$ cat src/inc/flash_cfg_pkg.sv
package flash_cfg_pkg;

  // ----------------------------------------------------------------
  // Command codes
  // ----------------------------------------------------------------
  localparam logic [7:0] CMD_CFG_SETUP = 8'h60;
  localparam logic [7:0] CMD_CFG_CONFIRM = 8'h03;
  localparam logic [7:0] CMD_CLEAR_STATUS = 8'h50;
  localparam logic [7:0] CMD_READ_ID = 8'h90;
  localparam logic [7:0] CMD_READ_STATUS = 8'h70;
  localparam logic [7:0] CMD_READ_ARRAY = 8'hff;

  // ----------------------------------------------------------------
  // Read configuration register layout
  // ----------------------------------------------------------------
  localparam logic [15:0] CFG_RESET = 16'hbfcf;
  localparam int CFG_READ_MODE = 15;
  localparam int CFG_LAT_HI = 13;
  localparam int CFG_LAT_LO = 11;
  localparam int CFG_WAIT_POL = 10;
  localparam int CFG_HOLD = 9;
  localparam int CFG_WAIT_EARLY = 8;
  localparam int CFG_ORDER = 7;
  localparam int CFG_EDGE = 6;
  localparam int CFG_WRAP_DIS = 3;
  localparam int CFG_SIZE_HI = 2;
  localparam int CFG_SIZE_LO = 0;
  localparam logic [2:0] LAT_MIN = 3'h2;
  localparam logic [2:0] SIZE_4 = 3'h1;
  localparam logic [2:0] SIZE_8 = 3'h2;
  localparam logic [2:0] SIZE_16 = 3'h3;
  localparam logic [2:0] SIZE_CONT = 3'h7;
  localparam logic [7:0] ID_CFG_OFFSET = 8'h05;

  // ----------------------------------------------------------------
  // Status register layout
  // ----------------------------------------------------------------
  localparam logic [7:0] STAT_LIVE_MASK = 8'hc5;
  localparam logic [7:0] STAT_STICKY_MASK = 8'h3a;
  localparam logic [7:0] STAT_SEQ_ERR = 8'h30;

  typedef enum logic [1:0] {SRC_ARRAY, SRC_STATUS, SRC_ID} read_src_t;
  typedef enum logic [1:0] {ST_IDLE, ST_LAT, ST_DATA} burst_state_t;

endpackage : flash_cfg_pkg

$ cat src/inc/stream_if.sv
`timescale 1ns/1ps
interface stream_if #(parameter int WIDTH = 16);
  logic valid;
  logic ready;
  logic [WIDTH-1:0] data;
  modport src (output valid, output data, input ready);
  modport snk (input valid, input data, output ready);
endinterface : stream_if

$ cat src/hw/flash_read_cfg.sv
`timescale 1ns/1ps
module flash_read_cfg #(
  parameter int ADDR_W = 24,
  parameter int FIFO_DEPTH = 16,
  parameter bit WORD_ADDR = 1'b1,
  parameter logic [15:0] ID_WORD = 16'h00a5 // Arbitrary identifier value.
) (
  input wire logic clk_sys,
  input wire logic sys_rst,
  input wire logic chip_en_n,
  input wire logic out_en_n,
  input wire logic write_en_n,
  input wire logic address_valid_n,
  input wire logic burst_clk,
  input wire logic [ADDR_W-1:0] addr,
  input wire logic [15:0] dq_in,
  output logic [15:0] dq_out,
  output logic dq_oe,
  output logic wait_out,
  output logic wait_oe,
  input wire logic [7:0] write_state_machine_flags,
  input wire logic [7:0] write_state_machine_errs,
  output logic array_req,
  output logic [ADDR_W-1:0] array_addr,
  input wire logic array_valid,
  input wire logic [15:0] array_data,
  output logic [15:0] read_config_reg
);
  // ----------------------------------------------------------------
  // Helpers
  // ----------------------------------------------------------------
  function automatic logic [4:0] burst_words(input logic [2:0] code);
    unique case (code)
      flash_cfg_pkg::SIZE_4: burst_words = 5'h04;
      flash_cfg_pkg::SIZE_8: burst_words = 5'h08;
      flash_cfg_pkg::SIZE_16: burst_words = 5'h10;
      default: burst_words = 5'h00;
    endcase
  endfunction : burst_words

  function automatic logic [ADDR_W-1:0] next_addr(input logic [ADDR_W-1:0] a,
      input logic [2:0] code, input logic no_wrap);
    logic [ADDR_W-1:0] mask;
    mask = ADDR_W'(burst_words(code)) - ADDR_W'(1);
    if (no_wrap || burst_words(code) == 5'h00)
      next_addr = a + ADDR_W'(1);
    else
      next_addr = (a & ~mask) | ((a + ADDR_W'(1)) & mask);
  endfunction : next_addr

  // ----------------------------------------------------------------
  // Bus sampling and edge detection
  // ----------------------------------------------------------------
  logic clk_prev_q;
  logic we_prev_q;
  logic adv_prev_q;
  logic valid_edge;
  logic cmd_take;
  logic access_start;
  logic bus_active;
  logic [7:0] cmd;
  logic [15:0] cfg_value;

  // Previous pin levels for edge detection.
  always_ff @(posedge clk_sys)
  begin
    if (sys_rst)
    begin
      clk_prev_q <= 1'b0;
      we_prev_q <= 1'b1;
      adv_prev_q <= 1'b1;
    end
    else
    begin
      clk_prev_q <= burst_clk;
      we_prev_q <= write_en_n;
      adv_prev_q <= address_valid_n;
    end
  end

  // The active burst clock edge is chosen by configuration.
  assign valid_edge = read_config_reg[flash_cfg_pkg::CFG_EDGE] ?
      (burst_clk && !clk_prev_q) : (!burst_clk && clk_prev_q);
  assign cmd_take = !chip_en_n && !write_en_n && we_prev_q;
  assign access_start = !chip_en_n && !address_valid_n && adv_prev_q && write_en_n;
  assign bus_active = !chip_en_n && !out_en_n;
  assign cmd = dq_in[7:0];
  // Word-addressed parts shift the configuration value down one bit.
  assign cfg_value = WORD_ADDR ? addr[16:1] : addr[15:0];

  // ----------------------------------------------------------------
  // Command interface
  // ----------------------------------------------------------------
  logic setup_pending_q;
  logic seq_error;
  flash_cfg_pkg::read_src_t read_src_q;

  assign seq_error = cmd_take && setup_pending_q && cmd != flash_cfg_pkg::CMD_CFG_CONFIRM;

  // Two-cycle configuration write and read source selection.
  always_ff @(posedge clk_sys)
  begin
    if (sys_rst)
    begin
      setup_pending_q <= 1'b0;
      read_src_q <= flash_cfg_pkg::SRC_ARRAY;
      read_config_reg <= flash_cfg_pkg::CFG_RESET;
    end
    else if (cmd_take)
    begin
      setup_pending_q <= (cmd == flash_cfg_pkg::CMD_CFG_SETUP);
      if (setup_pending_q && cmd == flash_cfg_pkg::CMD_CFG_CONFIRM)
      begin
        read_config_reg <= cfg_value;
        read_src_q <= flash_cfg_pkg::SRC_ARRAY;
      end
      else if (cmd == flash_cfg_pkg::CMD_READ_ID)
        read_src_q <= flash_cfg_pkg::SRC_ID;
      else if (cmd == flash_cfg_pkg::CMD_READ_STATUS)
        read_src_q <= flash_cfg_pkg::SRC_STATUS;
      else if (cmd == flash_cfg_pkg::CMD_READ_ARRAY)
        read_src_q <= flash_cfg_pkg::SRC_ARRAY;
    end
  end

  // ----------------------------------------------------------------
  // Status register
  // ----------------------------------------------------------------
  logic [7:0] sticky_q;
  logic [7:0] device_status_reg;
  logic clear_status;

  // The clear command takes no notice of the programming supply.
  assign clear_status = cmd_take && cmd == flash_cfg_pkg::CMD_CLEAR_STATUS;

  // Sticky error bits; a new error in the clearing cycle survives.
  always_ff @(posedge clk_sys)
  begin
    if (sys_rst)
      sticky_q <= 8'h00;
    else
      sticky_q <= ((clear_status ? 8'h00 : sticky_q)
          | write_state_machine_errs | (seq_error ? flash_cfg_pkg::STAT_SEQ_ERR : 8'h00))
          & flash_cfg_pkg::STAT_STICKY_MASK;
  end

  // Bits 7, 6, 2 and 0 follow the write state machine directly.
  assign device_status_reg = (write_state_machine_flags & flash_cfg_pkg::STAT_LIVE_MASK)
      | sticky_q;

  // ----------------------------------------------------------------
  // Array prefetch into the word FIFO
  // ----------------------------------------------------------------
  stream_if #(.WIDTH(16)) fill_s ();
  stream_if #(.WIDTH(16)) drain_s ();
  logic fetching_q;
  logic pending_q;
  logic [4:0] fetched_q;
  logic sync_mode;
  logic [2:0] size_code;

  assign sync_mode = !read_config_reg[flash_cfg_pkg::CFG_READ_MODE];
  assign size_code = read_config_reg[flash_cfg_pkg::CFG_SIZE_HI:flash_cfg_pkg::CFG_SIZE_LO];
  assign array_req = fetching_q && !pending_q && fill_s.ready;
  assign fill_s.valid = array_valid && pending_q;
  assign fill_s.data = array_data;

  // Fetch words ahead of the host; a full FIFO holds back requests.
  always_ff @(posedge clk_sys)
  begin
    if (sys_rst)
    begin
      fetching_q <= 1'b0;
      pending_q <= 1'b0;
      fetched_q <= 5'h00;
      array_addr <= '0;
    end
    else if (access_start)
    begin
      fetching_q <= (read_src_q == flash_cfg_pkg::SRC_ARRAY);
      pending_q <= 1'b0;
      fetched_q <= 5'h00;
      array_addr <= addr;
    end
    else
    begin
      if (array_req)
        pending_q <= 1'b1;
      else if (fill_s.valid)
        pending_q <= 1'b0;
      if (fill_s.valid)
      begin
        fetched_q <= fetched_q + 5'h01;
        array_addr <= next_addr(array_addr, size_code,
            read_config_reg[flash_cfg_pkg::CFG_WRAP_DIS]);
        // Fixed bursts stop at their length; async reads need one word.
        if (!sync_mode || fetched_q + 5'h01 == burst_words(size_code))
          fetching_q <= 1'b0;
      end
    end
  end

  word_fifo #(.WIDTH(16), .DEPTH(FIFO_DEPTH)) u_fifo (
    .clk_sys(clk_sys),
    .sys_rst(sys_rst),
    .flush(access_start),
    .in_s(fill_s),
    .out_s(drain_s)
  );

  // ----------------------------------------------------------------
  // Synchronous burst output sequencing
  // ----------------------------------------------------------------
  flash_cfg_pkg::burst_state_t state_q;
  logic [2:0] lat_cnt_q;
  logic hold_cnt_q;
  logic data_valid_q;
  logic wait_assert_q;
  logic present;
  logic hold_two;
  logic [3:0] lat_next;
  logic [2:0] latency;
  logic early_ok;
  logic wait_assert_d;
  logic async_load;

  assign latency = read_config_reg[flash_cfg_pkg::CFG_LAT_HI:flash_cfg_pkg::CFG_LAT_LO];
  assign hold_two = read_config_reg[flash_cfg_pkg::CFG_HOLD];
  assign lat_next = {1'b0, lat_cnt_q} + 4'h1;
  // A new word goes out when latency expires, then once per data cycle.
  assign present = valid_edge && bus_active
      && ((state_q == flash_cfg_pkg::ST_LAT && lat_next >= {1'b0, latency})
      || (state_q == flash_cfg_pkg::ST_DATA && hold_cnt_q == hold_two));
  assign async_load = !sync_mode && bus_active && !data_valid_q
      && read_src_q == flash_cfg_pkg::SRC_ARRAY;
  assign drain_s.ready = (present || async_load) && drain_s.valid;

  // Latency and data-cycle counters.
  always_ff @(posedge clk_sys)
  begin
    if (sys_rst)
    begin
      state_q <= flash_cfg_pkg::ST_IDLE;
      lat_cnt_q <= 3'h0;
      hold_cnt_q <= 1'b0;
    end
    else if (access_start)
    begin
      state_q <= (sync_mode && read_src_q == flash_cfg_pkg::SRC_ARRAY) ?
          flash_cfg_pkg::ST_LAT : flash_cfg_pkg::ST_IDLE;
      lat_cnt_q <= 3'h0;
      hold_cnt_q <= 1'b0;
    end
    else if (!bus_active && address_valid_n)
      state_q <= flash_cfg_pkg::ST_IDLE;
    else if (valid_edge)
    begin
      unique case (state_q)
        flash_cfg_pkg::ST_IDLE: lat_cnt_q <= 3'h0;
        flash_cfg_pkg::ST_LAT:
        begin
          lat_cnt_q <= lat_next[2:0];
          if (present)
            state_q <= flash_cfg_pkg::ST_DATA;
        end
        flash_cfg_pkg::ST_DATA: hold_cnt_q <= present ? 1'b0 : !hold_cnt_q;
      endcase
    end
  end

  // Data register: burst word, async word or non-array contents.
  always_ff @(posedge clk_sys)
  begin
    if (sys_rst)
    begin
      dq_out <= 16'h0000;
      data_valid_q <= 1'b0;
    end
    else if (access_start || !bus_active)
      data_valid_q <= 1'b0;
    else if (read_src_q == flash_cfg_pkg::SRC_STATUS)
      dq_out <= {8'h00, device_status_reg};
    else if (read_src_q == flash_cfg_pkg::SRC_ID)
      dq_out <= (addr[7:0] == flash_cfg_pkg::ID_CFG_OFFSET) ? read_config_reg : ID_WORD;
    else if (present || async_load)
    begin
      data_valid_q <= drain_s.valid;
      if (drain_s.valid)
        dq_out <= drain_s.data;
    end
  end

  assign dq_oe = bus_active;

  // ----------------------------------------------------------------
  // Wait output
  // ----------------------------------------------------------------
  // Early mode releases wait one data cycle ahead when the word is queued.
  assign early_ok = drain_s.valid && (state_q == flash_cfg_pkg::ST_DATA
      || lat_next + {3'h0, hold_two} + 4'h1 >= {1'b0, latency});
  always_comb
  begin
    if (!sync_mode || read_src_q != flash_cfg_pkg::SRC_ARRAY)
      wait_assert_d = 1'b0;
    else if (read_config_reg[flash_cfg_pkg::CFG_WAIT_EARLY])
      wait_assert_d = !early_ok;
    else
      wait_assert_d = !(present ? drain_s.valid : data_valid_q);
  end

  // In synchronous mode wait state moves only on a valid edge of an active bus cycle.
  always_ff @(posedge clk_sys)
  begin
    if (sys_rst)
      wait_assert_q <= 1'b0;
    else if (!sync_mode)
      wait_assert_q <= 1'b0;
    else if (valid_edge && bus_active)
      wait_assert_q <= wait_assert_d;
  end

  assign wait_out = read_config_reg[flash_cfg_pkg::CFG_WAIT_POL] ?
      wait_assert_q : !wait_assert_q;
  assign wait_oe = bus_active;
endmodule : flash_read_cfg

$ cat src/hw/word_fifo.sv
`timescale 1ns/1ps
module word_fifo #(
  parameter int WIDTH = 16,
  parameter int DEPTH = 16
) (
  input wire logic clk_sys,
  input wire logic sys_rst,
  input wire logic flush,
  stream_if.snk in_s,
  stream_if.src out_s
);
  localparam int AW = $clog2(DEPTH);

  logic [WIDTH-1:0] mem [DEPTH];
  logic [AW-1:0] wr_ptr_q;
  logic [AW-1:0] rd_ptr_q;
  logic [AW:0] cnt_q;
  logic [WIDTH-1:0] head_q;
  logic head_valid_q;
  logic push;
  logic load;

  // Full stalls the filling side; the head register feeds the reader.
  assign in_s.ready = (cnt_q != (AW+1)'(DEPTH)) && !flush;
  assign push = in_s.valid && in_s.ready;
  assign load = (cnt_q != '0) && (!head_valid_q || out_s.ready);
  assign out_s.valid = head_valid_q;
  assign out_s.data = head_q;

  // Storage array, written only.
  always_ff @(posedge clk_sys)
  begin
    if (push)
      mem[wr_ptr_q] <= in_s.data;
  end

  // Pointers and fill count.
  always_ff @(posedge clk_sys)
  begin
    if (sys_rst || flush)
    begin
      wr_ptr_q <= '0;
      rd_ptr_q <= '0;
      cnt_q <= '0;
    end
    else
    begin
      if (push)
        wr_ptr_q <= wr_ptr_q + AW'(1);
      if (load)
        rd_ptr_q <= rd_ptr_q + AW'(1);
      cnt_q <= cnt_q + (AW+1)'(push) - (AW+1)'(load);
    end
  end

  // Registered head word.
  always_ff @(posedge clk_sys)
  begin
    if (sys_rst || flush)
    begin
      head_valid_q <= 1'b0;
      head_q <= '0;
    end
    else if (load)
    begin
      head_valid_q <= 1'b1;
      head_q <= mem[rd_ptr_q];
    end
    else if (out_s.ready)
      head_valid_q <= 1'b0;
  end

endmodule : word_fifo

$ cat config.mk
export PLATFORM = sky130hd
export DESIGN_NAME = flash_read_cfg
export DESIGN_NICKNAME = d
export VERILOG_FILES = /design/src/inc/flash_cfg_pkg.sv /design/src/inc/stream_if.sv /design/src/hw/flash_read_cfg.sv /design/src/hw/word_fifo.sv
export SDC_FILE = /design/constraint.sdc
export NUM_CORES = 1
export LEC_CHECK = 0
export BUFFER_PORTS_ARGS = -buffer_cell sky130_fd_sc_hd__buf_2
export CAP_MARGIN = 25
export CORE_ASPECT_RATIO = 1.25
export CORE_MARGIN = 2
export CORE_UTILIZATION = 40
export DETAILED_ROUTE_END_ITERATION = 7
export GPL_ROUTABILITY_DRIVEN = 0
export SLEW_MARGIN = 20
export SYNTH_ARGS = -nofsm -noshare
export SYNTH_HDL_FRONTEND = slang
export SYNTH_HIERARCHICAL = 1
export SYNTH_SLANG_ARGS = --single-unit
$ cat constraint.sdc
create_clock -name clk_sys -period 4.55 [get_ports clk_sys]
set_input_delay 0.2275 -clock clk_sys [delete_from_list [all_inputs] [get_ports clk_sys]]
set_output_delay 0.2275 -clock clk_sys [all_outputs]
set_load 0.02 [all_outputs]
==> metrics.md <==
| Metric | Value |
|---|---|
| Distinct cells, synth | 78 |
| Total power | around 8.4 mW |
| Std-Cell Rows | 81 |
| Fraction of registers with async set or reset after synthesis | 0 |
| Max reg flops | 256 |
| Crit path DAT | 4620 ps |
| Clk Tree Root Cell | clkbuf_16 |
| Gr ovfl total | 0 |
| Dpl cell area | 17000 um^2 |
| # fillers | around 3400 |
| Reg area | 9920 um^2 |
| Worst VDD drop | 0.252 mV |
| Die W | 182 um |
| Yosys warning total | 6 |
| Clock sinks | 367 |
| Hold Crit Class | in -> reg |
| Crit path kind | reg -> reg |
| Detailed route wirelength on metal3 | 2060 um |
| Final Cell Area | 18600 um^2 |
| Crit-path slowest cell | fa_1 |
| Post-CTS Setup Bufs | 0 |
| Max Root-Sink Buffers | 3 |
| Largest net degree at the start of global routing | 43 |
| Post-synthesis simple-gate area fraction | 0.110 |
| CP delay by family, top | simple AND/OR/NAND/NOR gates |
| Die footprint | 41100 um^2 |
| Count of pins over their slew limit | 0 |
| CTS tree | built |
| Adder-Cell Fraction of Synth Area | 0.0226 |
| Rel. slew slack | 0.329 |
| TritonRoute pass-1 iters | 7 |
| Post-synthesis compound-gate area fraction | 0.0803 |
| Final Critical Period | 4160 ps |
| Mux cell area share after synthesis | 0.114 |
| Reg with most FFs | u_fifo/mem |
| Most used cell, CP | ha_1 |
| NumNets Final | 1409 |
| Fin util | 0.478 |
| DR WL/cell | 21.7 um |
| Max incr delay on CP | 430 ps |
| Initial antenna violation count | 2 |
| Final ANT Viol Nets | 0 |
| Residual DRC count | 0 |
| Num ports | 140 |
| Critical path startpoint category | flip-flop |
| Worst-path clk slew | 60 ps |
| RSZ-0062 raised after global routing | no |
| PwrDens | between 400 and 500 nW/um^2 |
| Avg Synthesized Cell Area | 13.8 um^2 |
| Syn Nets | 1254 |
| Final hold viol count | 0 |
| WP buf/inv | 1 |
| Top FF cell, synth | edfxtp_1 |
| Vias in the first global route | roughly 10000 |
| Final wirelength | 39700 um |
| Final Setup Violations | 0 |
| First-pass GRT wire length | approximately 60000 um |
| Area Overhead vs Synth | 18.0% |
| Starting density of the core | 0.405 |
| Total Routing Usage GR | 0.193 |
| Leading cell type in the layout, fill and taps excluded | edfxtp_1 |
| Total CTS buffers | 38 |
| Post-Syn Area | 15800 um^2 |
| Antenna cells | 0 |
| Max Freq | 240 MHz |
| Leak | roughly 6.6 nW |
| Layout cells sized above 1 | 0.237 |
| Metal-1 WL | between 15000 and 20000 um |
| Slew @ Worst Pin | around 1000 ps |
| Htree depth | 2 |
| Vias per inst | 5.56 |
| Clock Skews | 26.1 ps |
| Setup_tns | 0 ps |
| Cells after Synth | 1146 |
| Height of the die | 226 um |
| PortBufs | 123 |
| Commonest cells after routing, fill and taps aside | 256 x edfxtp_1, 123 x buf_2, 107 x dfxtp_1, 86 x nor2_1, 82 x nand2_1 |
| Fin crit share | 0.915 |
| Met2 wire length | 19700 um |
| FF+latch count, synth | 367 |
| Area occupied by multi-input gates | 5470 um^2 |
| Core area | 39000 um^2 |
| Clk_lat worst skew | 540 ps |
| Top sig layer | met5 |
| Status | complete, no violations |
| Seq/Total Area, Yosys | 0.627 |
| Vias | 10200 |
| Worst EP required | 5010 ps |
| Cells along the critical path | ha_1, nor2b_1, or2_2, ha_1, o21ai_0, o2111ai_1, nand3b_1, a21oi_2, nor2b_1, nor2_2, ha_1, inv_1, ha_1, fa_1, a21oi_1, nor2_1, or3_1, a21oi_1 |
| Final hold slack | 17.7 ps |
| Worst Path Max Fanout | 8 |
| Detailed Route Iter0 Violations | around 670 |
| DP HPWL | roughly 25000 um |
| Largest family of logic cells by synthesized area | multiplexers |
| MaxCap Viol Count | 0 |
| Post-Synth XOR/XNOR Area | 0.0155 |
| CP Capture Type | flip-flop |
| Number of synthesized flops with an enable pin | between 200 and 300 |
cells in the mapped netlist (20+ instances only):
master	instances	area, um^2
nand2_1	82	308
buf_2	20	100
edfxtp_1	256	7690
a21oi_1	37	185
clkbuf_1	24	90.1
nand3_1	21	105
nor2_1	100	375
mux2i_1	36	360
inv_1	45	169
ha_1	27	338
mux4_2	64	1440
o21ai_0	28	140
dfxtp_1	111	2220
what timing repair did:
| action | 4_1_cts | 5_1_grt |
|---|---|---|
| hold buffers | 27 | 0 |
| resized for setup | 0 | 3 |
| endpoints found under the hold margin | 31 | 0 |
| endpoints found under the setup margin | 0 | 1 |
worst paths after layout:
path	from	end	slack [ps]	cells after the start
max	lat_cnt_q[0]	u_fifo/cnt_q[4]	390	18
min reg2reg	u_fifo/out_s.data[8]	u_fifo/out_s.data[8]	470	1
min	addr[19]	flip-flop	20	3
max reg2reg	lat_cnt_q[0]	u_fifo/cnt_q[4]	390	18
stage by stage:
stage,std cells,setup slack (ps)
after detailed placement,1732,277
after floorplan,1146,812
after CTS,1829,184
after global routing,1829,102
after global placement,1732,341
final,1829,387
final cells by class:
class,instances,share of cell area
sequential,367,0.532
multi-input combinational,670,0.294
clock buffer,56,0.0606
timing repair buffer,177,0.0591
tap,498,0.0334
clock inverter,14,0.0117
inverter,47,0.00947
logic make-up after synthesis:
kind of cell,after synthesis
adders and majority gates,28
and+or+nand+nor,334
muxes,100
DFF,367
xor gates and xnor gates,28
buffers and inverters,109
AOI/OAI and AO/OA,180
power by group:
group	switching [mW]	internal, mW
Clock	1.27	2.01
Combinational	0.564	0.607
Sequential	0.215	3.68
Total	2.05	6.30
tightest hold or removal path, stage by stage:
cell and delay (ps):
buf_2 70, a22oi_1 70, a31oi_1 140
metal layers:
layer	GRT usage	up-vias
li1	-	4695
met4	0.0747	4
met1	0.241	5094
met5	0	-
met3	0.0298	77
met2	0.339	306
(Power assumes the default switching activity.)
